### config.mk
export PLATFORM = sky130hd
export DESIGN_NAME = aiolim_top
export DESIGN_NICKNAME = d
export VERILOG_FILES = /design/src/shared/aiolim_pkg.sv /design/src/shared/aiolim_cfg_if.sv /design/src/design/aiolim_top.sv /design/src/design/aiolim_limit_chk.sv /design/src/design/aiolim_out_sel.sv
export SDC_FILE = /design/constraint.sdc
export NUM_CORES = 1
export LEC_CHECK = 0
export BUFFER_PORTS_ARGS = -buffer_cell sky130_fd_sc_hd__buf_2
export CORE_ASPECT_RATIO = 0.5
export CORE_MARGIN = 10
export CORE_UTILIZATION = 45
export DETAILED_ROUTE_END_ITERATION = 16
export PLACE_DENSITY = 0.69
export REMOVE_ABC_BUFFERS = 1
export SYNTH_ARGS = -nofsm -noshare
export SYNTH_HDL_FRONTEND = slang
export SYNTH_SLANG_ARGS = --single-unit
### constraint.sdc
create_clock -name core_clk -period 8.8 [get_ports core_clk]
set_input_delay 0.44 -clock core_clk [delete_from_list [all_inputs] [get_ports core_clk]]
set_output_delay 0.44 -clock core_clk [all_outputs]
set_load 0.01 [all_outputs]
### src/shared/aiolim_pkg.sv
// package: register map, field layout and encodings for the analogue limit block
package aiolim_pkg;

  // ***************************************************************
  // register byte offsets
  // ***************************************************************
  localparam logic [7:0] REG_CTRL     = 8'h00;
  localparam logic [7:0] REG_STATUS   = 8'h04;
  localparam logic [7:0] REG_MASK     = 8'h08;
  localparam logic [7:0] REG_DIAG     = 8'h0C;
  localparam logic [7:0] REG_CH_BASE  = 8'h40;
  localparam logic [7:0] REG_CH_STEP  = 8'h20;
  // per channel word offsets within a channel slot
  localparam logic [2:0] CH_CFG       = 3'h0;
  localparam logic [2:0] CH_ULOW      = 3'h1;
  localparam logic [2:0] CH_SLOW      = 3'h2;
  localparam logic [2:0] CH_SUP       = 3'h3;
  localparam logic [2:0] CH_FAULTV    = 3'h4;
  localparam logic [2:0] CH_IDLEV     = 3'h5;
  localparam logic [2:0] CH_SETV      = 3'h6;
  localparam logic [2:0] CH_OUT       = 3'h7;

  // ***************************************************************
  // field positions
  // ***************************************************************
  localparam int CTRL_COMM_FAULT = 0;
  localparam int CTRL_IDLE       = 1;
  localparam int CTRL_PRIO_LO    = 4;
  localparam int CFG_ULOW_EN     = 0;
  localparam int CFG_SLOW_EN     = 1;
  localparam int CFG_FAULT_EN    = 2;
  localparam int CFG_IDLE_EN     = 3;
  localparam int CFG_SCALED      = 4;

  // ***************************************************************
  // values and encodings
  // ***************************************************************
  localparam logic [1:0]  PRIO_SOFTWARE = 2'h0;
  localparam logic [15:0] SLOW_RESET    = 16'h0000;
  localparam logic [15:0] SUP_RESET     = 16'h03E8;
  localparam logic [15:0] ULOW_RESET    = 16'h0000;
  localparam logic [15:0] SCALE_MIN     = 16'h8001;
  localparam logic [15:0] SCALE_MAX     = 16'h7FFF;
  localparam logic [15:0] SUP_MIN       = 16'h8002;
  localparam logic [15:0] SLOW_MAX      = 16'h7FFE;
  localparam logic [1:0]  RESP_OKAY     = 2'h0;
  localparam logic [1:0]  RESP_SLVERR   = 2'h2;

  typedef enum logic [1:0] {
    OSEL_LIVE,
    OSEL_HOLD,
    OSEL_FAULT,
    OSEL_IDLE
  } aiolim_osel_t;

endpackage

### src/shared/aiolim_cfg_if.sv
// interface: one channel's settings and its check results
`timescale 1ns/10ps
`default_nettype none
interface aiolim_cfg_if;
  logic        ulow_en;
  logic        slow_en;
  logic        fault_en;
  logic        idle_en;
  logic        scaled;
  logic [15:0] ulow;
  logic [15:0] slow;
  logic [15:0] sup;
  logic [15:0] faultv;
  logic [15:0] idlev;
  logic [15:0] setv;
  logic        comm_fault;
  logic        idle;
  logic        sw_prio;
  logic        ulow_err;
  logic        slow_err;
  logic [15:0] out_val;
  logic [15:0] value;
  modport top (output ulow_en, slow_en, fault_en, idle_en, scaled, ulow, slow, sup,
               faultv, idlev, setv, comm_fault, idle, sw_prio,
               input ulow_err, slow_err, out_val, value);
  modport chk (input ulow_en, slow_en, scaled, ulow, slow, value,
               output ulow_err, slow_err);
  modport sel (input fault_en, idle_en, scaled, faultv, idlev, setv, comm_fault, idle,
               sw_prio, output out_val, value);
endinterface
`default_nettype wire

### src/design/aiolim_top.sv
// top: register file, channels and interrupt for the analogue limit block
`timescale 1ns/10ps
`default_nettype none
// Overview of operation
// - With the user lower check on, a channel value below the user low value flags an error.
// - The scale low limit spans -32767..32766, resets to 0, and with its check on in scaled format flags values below it.
// - On a comm fault a channel with fault output on drives its fault value while priority selects software control, else holds.
// - On controller idle without a comm fault, a channel with idle output on drives its idle value, else holds.
// - Per-channel fault selection counts only while priority selects software control.
// - Scaled format decodes set, fault and idle values from sign-magnitude to two's complement.
// - Scale high accepts -32766..32767 and scale low -32767..32766 in any range.
// - Scaled set values 0..32767 mean +0..+32767 and 32768..65535 mean -0..-32767.
module aiolim_top
  import aiolim_pkg::*;
#(
  parameter int NCH = 4
)(
  // clock and reset
  input  wire logic        core_clk,
  input  wire logic        resetn,
  // axi4-lite write address
  input  wire logic [7:0]  s_axi_awaddr,
  input  wire logic        s_axi_awvalid,
  output logic             s_axi_awready,
  // axi4-lite write data
  input  wire logic [31:0] s_axi_wdata,
  input  wire logic [3:0]  s_axi_wstrb,
  input  wire logic        s_axi_wvalid,
  output logic             s_axi_wready,
  // axi4-lite write response
  output logic [1:0]       s_axi_bresp,
  output logic             s_axi_bvalid,
  input  wire logic        s_axi_bready,
  // axi4-lite read address
  input  wire logic [7:0]  s_axi_araddr,
  input  wire logic        s_axi_arvalid,
  output logic             s_axi_arready,
  // axi4-lite read data
  output logic [31:0]      s_axi_rdata,
  output logic [1:0]       s_axi_rresp,
  output logic             s_axi_rvalid,
  input  wire logic        s_axi_rready,
  // analogue outputs
  output logic [16*NCH-1:0] ch_out,
  // interrupt
  output logic             irq
);

  if (NCH < 1 || NCH > 6) begin : g_bad_nch
    $error("NCH must be 1 to 6");
  end

  // ***************************************************************
  // state
  // ***************************************************************
  typedef struct packed {
    logic        awhave;
    logic        whave;
    logic [7:0]  awaddr;
    logic [31:0] wdata;
    logic [3:0]  wstrb;
    logic        bvalid;
    logic [1:0]  bresp;
    logic        rvalid;
    logic [31:0] rdata;
    logic [1:0]  rresp;
    logic        comm_fault;
    logic        idle;
    logic [1:0]  prio;
    logic [7:0]  status;
    logic [7:0]  mask;
  } aiolim_top_st_t;

  aiolim_top_st_t s_q;
  aiolim_top_st_t s_d;

  logic [4:0]  cfg_q   [NCH];
  logic [15:0] ulow_q  [NCH];
  logic [15:0] slow_q  [NCH];
  logic [15:0] sup_q   [NCH];
  logic [15:0] faultv_q[NCH];
  logic [15:0] idlev_q [NCH];
  logic [15:0] setv_q  [NCH];
  logic [NCH-1:0] diag;
  logic [15:0] outv [NCH];

  logic        wr_go;
  logic        rd_go;
  logic [7:0]  rd_addr;

  assign wr_go = s_q.awhave && s_q.whave && !s_q.bvalid;
  assign rd_go = s_axi_arvalid && !s_q.rvalid;
  assign rd_addr = s_axi_araddr;

  // ***************************************************************
  // channels
  // ***************************************************************
  genvar gi;
  generate
    for (gi = 0; gi < NCH; gi++) begin : g_ch
      aiolim_cfg_if cif ();
      logic        wsel;
      logic [2:0]  widx;
      logic [15:0] wv;
      assign wsel = wr_go && (s_q.awaddr >= REG_CH_BASE)
                    && (((s_q.awaddr - REG_CH_BASE) >> 5) == 8'(gi));
      assign widx = s_q.awaddr[4:2];
      assign wv   = s_q.wdata[15:0];
      assign cif.ulow_en    = cfg_q[gi][CFG_ULOW_EN];
      assign cif.slow_en    = cfg_q[gi][CFG_SLOW_EN];
      assign cif.fault_en   = cfg_q[gi][CFG_FAULT_EN];
      assign cif.idle_en    = cfg_q[gi][CFG_IDLE_EN];
      assign cif.scaled     = cfg_q[gi][CFG_SCALED];
      assign cif.ulow       = ulow_q[gi];
      assign cif.slow       = slow_q[gi];
      assign cif.sup        = sup_q[gi];
      assign cif.faultv     = faultv_q[gi];
      assign cif.idlev      = idlev_q[gi];
      assign cif.setv       = setv_q[gi];
      assign cif.comm_fault = s_q.comm_fault;
      assign cif.idle       = s_q.idle;
      assign cif.sw_prio    = (s_q.prio == PRIO_SOFTWARE);
      assign diag[gi]       = cif.ulow_err || cif.slow_err;
      assign outv[gi]       = cif.out_val;
      assign ch_out[16*gi +: 16] = cif.out_val;

      aiolim_limit_chk u_chk (
        .core_clk (core_clk),
        .resetn   (resetn),
        .ch       (cif.chk)
      );
      aiolim_out_sel u_sel (
        .core_clk (core_clk),
        .resetn   (resetn),
        .ch       (cif.sel)
      );

      always_ff @(posedge core_clk) begin
        if (!resetn) begin
          cfg_q[gi]    <= '0;
          ulow_q[gi]   <= ULOW_RESET;
          slow_q[gi]   <= SLOW_RESET;
          sup_q[gi]    <= SUP_RESET;
          faultv_q[gi] <= '0;
          idlev_q[gi]  <= '0;
          setv_q[gi]   <= '0;
        end else if (wsel) begin
          case (widx)
            CH_CFG:    cfg_q[gi] <= s_q.wdata[4:0];
            CH_ULOW:   ulow_q[gi] <= wv;
            CH_SLOW:   if ($signed(wv) >= $signed(SCALE_MIN) && $signed(wv) <= $signed(SLOW_MAX))
                         slow_q[gi] <= wv;
            CH_SUP:    if ($signed(wv) >= $signed(SUP_MIN))
                         sup_q[gi] <= wv;
            CH_FAULTV: faultv_q[gi] <= wv;
            CH_IDLEV:  idlev_q[gi] <= wv;
            CH_SETV:   setv_q[gi] <= wv;
            default:   ;
          endcase
        end
      end
    end
  endgenerate

  // ***************************************************************
  // read mux
  // ***************************************************************
  function automatic logic [31:0] rd_word(input logic [7:0] a, input aiolim_top_st_t st,
                                          input logic [NCH-1:0] dg);
    logic [31:0] r;
    logic [7:0]  rel;
    int          c;
    r = 32'h0000_0000;
    rel = a - REG_CH_BASE;
    c = int'(rel >> 5);
    if (a == REG_CTRL) begin
      r = {26'h0, st.prio, 2'h0, st.idle, st.comm_fault};
    end else if (a == REG_STATUS) begin
      r = {24'h0, st.status};
    end else if (a == REG_MASK) begin
      r = {24'h0, st.mask};
    end else if (a == REG_DIAG) begin
      r = 32'(dg);
    end else if (a >= REG_CH_BASE && c < NCH) begin
      case (rel[4:2])
        CH_CFG:    r = {27'h0, cfg_q[c]};
        CH_ULOW:   r = {16'h0, ulow_q[c]};
        CH_SLOW:   r = {16'h0, slow_q[c]};
        CH_SUP:    r = {16'h0, sup_q[c]};
        CH_FAULTV: r = {16'h0, faultv_q[c]};
        CH_IDLEV:  r = {16'h0, idlev_q[c]};
        CH_SETV:   r = {16'h0, setv_q[c]};
        default:   r = {16'h0, outv[c]};
      endcase
    end
    return r;
  endfunction

  function automatic logic addr_ok(input logic [7:0] a);
    logic [7:0] rel;
    rel = a - REG_CH_BASE;
    return (a[1:0] == 2'h0) && ((a <= REG_DIAG)
           || (a >= REG_CH_BASE && int'(rel >> 5) < NCH));
  endfunction

  // ***************************************************************
  // bus and control
  // ***************************************************************
  always_comb begin
    s_d = s_q;
    if (s_axi_awvalid && !s_q.awhave) begin
      s_d.awhave = 1'b1;
      s_d.awaddr = s_axi_awaddr;
    end
    if (s_axi_wvalid && !s_q.whave) begin
      s_d.whave = 1'b1;
      s_d.wdata = s_axi_wdata;
      s_d.wstrb = s_axi_wstrb;
    end
    if (s_q.bvalid && s_axi_bready) begin
      s_d.bvalid = 1'b0;
    end
    if (wr_go) begin
      s_d.awhave = 1'b0;
      s_d.whave  = 1'b0;
      s_d.bvalid = 1'b1;
      s_d.bresp  = addr_ok(s_q.awaddr) ? RESP_OKAY : RESP_SLVERR;
      if (s_q.awaddr == REG_CTRL && s_q.wstrb[0]) begin
        s_d.comm_fault = s_q.wdata[CTRL_COMM_FAULT];
        s_d.idle       = s_q.wdata[CTRL_IDLE];
        s_d.prio       = s_q.wdata[CTRL_PRIO_LO +: 2];
      end
      if (s_q.awaddr == REG_STATUS && s_q.wstrb[0]) begin
        s_d.status = s_q.status & ~s_q.wdata[7:0];
      end
      if (s_q.awaddr == REG_MASK && s_q.wstrb[0]) begin
        s_d.mask = s_q.wdata[7:0];
      end
    end
    s_d.status[NCH-1:0] = s_d.status[NCH-1:0] | diag;
    if (s_q.rvalid && s_axi_rready) begin
      s_d.rvalid = 1'b0;
    end
    if (rd_go) begin
      s_d.rvalid = 1'b1;
      s_d.rdata  = rd_word(rd_addr, s_q, diag);
      s_d.rresp  = addr_ok(rd_addr) ? RESP_OKAY : RESP_SLVERR;
    end
  end

  always_ff @(posedge core_clk) begin
    if (!resetn) begin
      s_q <= '0;
    end else begin
      s_q <= s_d;
    end
  end

  assign s_axi_awready = !s_q.awhave;
  assign s_axi_wready  = !s_q.whave;
  assign s_axi_bvalid  = s_q.bvalid;
  assign s_axi_bresp   = s_q.bresp;
  assign s_axi_arready = !s_q.rvalid;
  assign s_axi_rvalid  = s_q.rvalid;
  assign s_axi_rdata   = s_q.rdata;
  assign s_axi_rresp   = s_q.rresp;
  assign irq           = |(s_q.status & s_q.mask);

  AST_STATUS_STICKY: assert property (@(posedge core_clk) disable iff (!resetn)
    diag[0] |=> s_q.status[0]) else $error("diag event not latched");
  AST_IRQ: assert property (@(posedge core_clk) disable iff (!resetn)
    ((|(diag & s_q.mask[NCH-1:0])) && !wr_go) |=> irq) else $error("irq not raised");
  AST_BRESP: assert property (@(posedge core_clk) disable iff (!resetn)
    wr_go |=> s_axi_bvalid) else $error("no write response");
  AST_RRESP: assert property (@(posedge core_clk) disable iff (!resetn)
    (s_axi_rvalid && !s_axi_rready) |=> s_axi_rvalid && $stable(s_axi_rdata))
    else $error("read data dropped");

endmodule
`default_nettype wire

### src/design/aiolim_limit_chk.sv
// lower limit checks of one channel
`timescale 1ns/10ps
`default_nettype none
module aiolim_limit_chk
  import aiolim_pkg::*;
(
  // clock and reset
  input wire logic core_clk,
  input wire logic resetn,
  // channel
  aiolim_cfg_if.chk ch
);

  typedef struct packed {
    logic ulow_err;
    logic slow_err;
  } aiolim_chk_st_t;

  aiolim_chk_st_t s_q;
  aiolim_chk_st_t s_d;

  always_comb begin
    s_d = s_q;
    s_d.ulow_err = ch.ulow_en && ($signed(ch.value) < $signed(ch.ulow));
    s_d.slow_err = ch.slow_en && ch.scaled && ($signed(ch.value) < $signed(ch.slow));
  end

  always_ff @(posedge core_clk) begin
    if (!resetn) begin
      s_q <= '0;
    end else begin
      s_q <= s_d;
    end
  end

  assign ch.ulow_err = s_q.ulow_err;
  assign ch.slow_err = s_q.slow_err;

  AST_ULOW_OFF: assert property (@(posedge core_clk) disable iff (!resetn)
    !$past(ch.ulow_en) |-> !ch.ulow_err) else $error("user low error while disabled");
  AST_SLOW_CHK: assert property (@(posedge core_clk) disable iff (!resetn)
    $past(ch.slow_en && ch.scaled && ($signed(ch.value) < $signed(ch.slow))) |-> ch.slow_err)
    else $error("scale low error missed");

endmodule
`default_nettype wire

### src/design/aiolim_out_sel.sv
// output value selection and sign magnitude decode of one channel
`timescale 1ns/10ps
`default_nettype none
module aiolim_out_sel
  import aiolim_pkg::*;
(
  // clock and reset
  input wire logic core_clk,
  input wire logic resetn,
  // channel
  aiolim_cfg_if.sel ch
);

  typedef struct packed {
    logic [15:0]  out_val;
    aiolim_osel_t osel;
  } aiolim_sel_st_t;

  aiolim_sel_st_t s_q;
  aiolim_sel_st_t s_d;
  logic [15:0]    live;

  function automatic logic [15:0] sm_to_tc(input logic [15:0] v);
    logic [15:0] r;
    r = v[15] ? (16'h0000 - {1'b0, v[14:0]}) : v;
    return r;
  endfunction

  assign live = ch.scaled ? sm_to_tc(ch.setv) : ch.setv;

  always_comb begin
    s_d = s_q;
    if (ch.comm_fault && ch.sw_prio) begin
      s_d.osel = ch.fault_en ? OSEL_FAULT : OSEL_HOLD;
    end else if (ch.comm_fault) begin
      s_d.osel = OSEL_HOLD;
    end else if (ch.idle) begin
      s_d.osel = ch.idle_en ? OSEL_IDLE : OSEL_HOLD;
    end else begin
      s_d.osel = OSEL_LIVE;
    end
    case (s_d.osel)
      OSEL_LIVE:  s_d.out_val = live;
      OSEL_FAULT: s_d.out_val = ch.scaled ? sm_to_tc(ch.faultv) : ch.faultv;
      OSEL_IDLE:  s_d.out_val = ch.scaled ? sm_to_tc(ch.idlev) : ch.idlev;
      default:    s_d.out_val = s_q.out_val;
    endcase
  end

  always_ff @(posedge core_clk) begin
    if (!resetn) begin
      s_q <= '{out_val: 16'h0000, osel: OSEL_LIVE};
    end else begin
      s_q <= s_d;
    end
  end

  assign ch.out_val = s_q.out_val;
  assign ch.value   = live;

  AST_HOLD: assert property (@(posedge core_clk) disable iff (!resetn)
    (ch.comm_fault && !(ch.fault_en && ch.sw_prio)) |=> $stable(ch.out_val))
    else $error("output not held on fault");
  AST_IDLEV: assert property (@(posedge core_clk) disable iff (!resetn)
    (!ch.comm_fault && ch.idle && ch.idle_en && !ch.scaled)
    |=> (ch.out_val == $past(ch.idlev))) else $error("idle value not driven");

endmodule
`default_nettype wire

==> flow_metrics.env <==
export IMPL_crit_type="flip-flop to flip-flop"
export IMPL_cts_num_sinks=543
export IMPL_setup_viol=0
export IMPL_dr_first_iter_drc_count=5255
export IMPL_firstDrtPassIters=8
export IMPL_cp_num_buf_inv=2
export IMPL_cts_made_buffers=53
export IMPL_clkPwrFrac=0.389
export IMPL_syn2layout_area_growth_pct=10.6
export IMPL_power_density_nw_per_um2=175
export IMPL_grt_usage=0.362
export IMPL_cpLargestDelayFamily="simple AND/OR/NAND/NOR gates"
export IMPL_startpoint_type="flip-flop"
export IMPL_overflow=0
export IMPL_pin_count=165
export IMPL_rows=69
export IMPL_crit_path_frequent_cell="ha_1"
export IMPL_hold_class="input pin to flip-flop"
export IMPL_crit_slowest_cell="xor2_1"
export IMPL_post_cts_resized=0
export IMPL_relSlewSlack=0.0573
export IMPL_combPwrFrac=0.131
export IMPL_avgSynthCellArea_um2=10.5
export IMPL_clock_insertion_delay_worst_skew_ns=0.66
export IMPL_die_w_um=398
export IMPL_hold_viol_final=0
export IMPL_min_period_ns=4.73
export IMPL_yosysWarnings=0
export IMPL_p_seq_frac=0.479
export IMPL_arrival_ns=5.32
export IMPL_final_nets=3321
export IMPL_syn_instance_count=3063
export IMPL_dieArea_um2=83200
export IMPL_final_common_cell="and2_1"
export IMPL_synth_distinct_cells=76
export IMPL_leakagePower_nw=13.7
export IMPL_vias=27400
export IMPL_ys_ff_latch=543
export IMPL_antenna_found_initial=26
export IMPL_power_total_w=0.00623
export IMPL_ys_seq_area_frac=0.464
export IMPL_grt_start_max_net_pins=55
export IMPL_synthArstFlopShare=0
export IMPL_switching_share=0.294
export IMPL_fin_crit_sh=0.537
export IMPL_start_util=0.454
export IMPL_drc=0
export IMPL_path_clk_slew_ns=0.08
export IMPL_slew_viol_final=0
export IMPL_tightest_slew_ns=1.41
export IMPL_first_global_vias=24800
export IMPL_grt_setup_unrepaired="no"
export IMPL_portBuffers=127
export IMPL_core_um2=70900
export IMPL_dp_hpwl_um=118000
export IMPL_critPathMaxFanout=6
export IMPL_viasPerCell=6.62
export IMPL_cts_tree="yes"
export IMPL_die_y_um=209
export IMPL_worstPathCellList="buf_4 -> inv_1 -> ha_1 -> nor4b_1 -> a31oi_1 -> xor2_1 -> ha_1 -> a21o_1 -> a2111oi_0 -> nor3_1 -> or4b_2 -> mux2i_1"
export IMPL_synth_edf_count=404
export IMPL_slowest_delay_ns=0.82
export IMPL_wirelength_um=156000
export IMPL_final_layout_size_suffix_gt1_frac=0.143
export IMPL_max_vdd_ir_drop_mv=0.165
export IMPL_final_cell_mix="405 x and2_1, 404 x edfxtp_1, 196 x a21oi_1"
export IMPL_max_freq_mhz=211
export IMPL_internal_power_w=0.00440
export IMPL_ant_nets=0
export IMPL_skew_ns=0.0427
export IMPL_maxCapViolCount=0
export IMPL_status="finished clean"
export IMPL_clockRootBuffer="clkbuf_16"
export IMPL_endpoint_kind="flip-flop"
export IMPL_grt_pass1_wl_um=208000
export IMPL_routabilityCongestion=1.10
export IMPL_setup_tns_ns=0
export IMPL_p_switching_w=0.00183
export IMPL_clk_path_buf_depth=3
export IMPL_required_ns=9.39
export IMPL_netlist_area_um2=32200
export IMPL_wl_per_cell_um=37.6
export IMPL_htreeDepth=2
export IMPL_synth_ff_type="edfxtp_1"
==> worst paths after layout <==
kind                          endpoint  depth (start not counted)          start  slack (ns)
min                           s_q[103]                          3  s_axi_awvalid        0.02
min reg2reg                    s_q[14]                          2        s_q[14]        0.46
max reg2reg  g_ch[1].u_chk.ch.slow_err                         12   setv_q[1][0]        4.07
max          g_ch[1].u_chk.ch.slow_err                         12   setv_q[1][0]        4.07
==> worst reg2reg max path: stages (launching register included) <==
cell	delay, ns
edfxtp_1	0.37
buf_4	0.20
inv_1	0.30
ha_1	0.32
nor4b_1	0.50
a31oi_1	0.18
xor2_1	0.82
ha_1	0.41
a21o_1	0.17
a2111oi_0	0.50
nor3_1	0.11
or4b_2	0.66
mux2i_1	0.15
==> per-stage QoR <==
step	hold slack (ns)	instance area (µm²)	cells	utilization	setup WS, ns
2_1_floorplan	0.425	31200	2856	-	5.30
3_3_place_gp	0.437	33800	4030	0.476	4.25
3_5_place_dp	0.448	33800	4030	0.476	4.33
4_1_cts	0.00102	35500	4129	0.501	4.30
5_1_grt	0.0294	35500	4131	0.501	4.01
6_report	0.0218	35500	4138	0.502	4.07
==> layer usage <==
layer  part of all wire  global-route usage
met4              0.033               0.102
met2               0.37               0.459
met5            0.00038                   0
met1               0.41               0.521
met3               0.19               0.191
==> registers in the layout, indices dropped and copies added (netlist names) <==
register,flops
sup_q,64
setv_q,64
s_axi_rvalid,1
slow_q,64
g_ch.widx,3
g_ch.cif.idle,1
s_axi_bresp,1
cfg_q,20
s_axi_rresp,1
s_q,26
g_ch.wv,16
idlev_q,64
g_ch.u_sel.ch.out_val,64
s_axi_bvalid,1
g_ch.cif.comm_fault,1
s_axi_rdata,16
ulow_q,64
faultv_q,64
g_ch.u_chk.ch.slow_err,4
g_ch.u_chk.ch.ulow_err,4
==> area by class of cell <==
type / instances / area, µm²
fill: 6502 / 35300
clock inverter: 28 / 273
inverter: 177 / 664
antenna: 9 / 22.5
timing repair buffer: 217 / 1330
multi-input combinational: 2136 / 15700
sequential: 543 / 14900
tap: 958 / 1200
clock buffer: 70 / 1480
==> repair_timing <==
action,in CTS,in global routing
hold buffers,1,0
buffers inserted,0,0
hold endpoints to repair,1,0
==> kinds of logic (layout without fill, tap and decap cells) <==
kind of cell / after synthesis / count (layout) / synth area share
muxes: 151 / 151 / 0.0925
and+or+nand+nor: 1044 / 1044 / 0.176
AOI/OAI and AO/OA: 635 / 635 / 0.121
xor gates and xnor gates: 154 / 154 / 0.0419
adders and majority gates: 134 / 134 / 0.0521
other: 1 / 27 / 0.000117
DFF: 543 / 543 / 0.464
buffers and inverters: 401 / 492 / 0.0524
==> power groups by stage <==
stage	Clock, W	Sequential, W	Combinational (W)
floorplan	0	0.00297	0.000366
global placement	0	0.00303	0.000767
detailed placement	0	0.00303	0.000773
CTS	0.00241	0.00297	0.000777
global route	0.00252	0.00298	0.000839
finish	0.00243	0.00299	0.000817
==> cell usage after synthesis (all sizes together), types with 4 or more instances <==
cell	number	area [µm²]
a221oi	14	123
edfxtp	404	12100
and2	408	2550
nand4b	9	78.8
nor3	55	280
o221ai	11	96.3
o22a	4	35.0
mux2i	27	270
inv	176	661
a22oi	43	323
o21bai	4	30.0
nor4b	6	52.6
nor4	21	131
a21oi	196	981
xnor2	65	569
buf	65	415
a211oi	18	135
or2	5	31.3
o21ai	169	846
nand3b	9	67.6
nand2b	12	75.1
nand4	27	169
o41ai	17	149
nor2	192	746
o31ai	25	188
nor3b	11	93.8
xor2	89	780
or3	35	219
o2111ai	4	35.0
nor2b	13	81.3
o211ai	12	90.1
a21boi	4	30.0
nand2	171	642
clkbuf	159	606
mux4	116	2610
a21o	24	180
a31oi	38	238
or4	14	105
o21a	4	30.0
dfxtp	139	2780
mux2	8	90.1
o22ai	18	113
ha	134	1680
nand3	40	200
and3	10	62.6
Note: power is estimated with default switching activity, not from simulation.
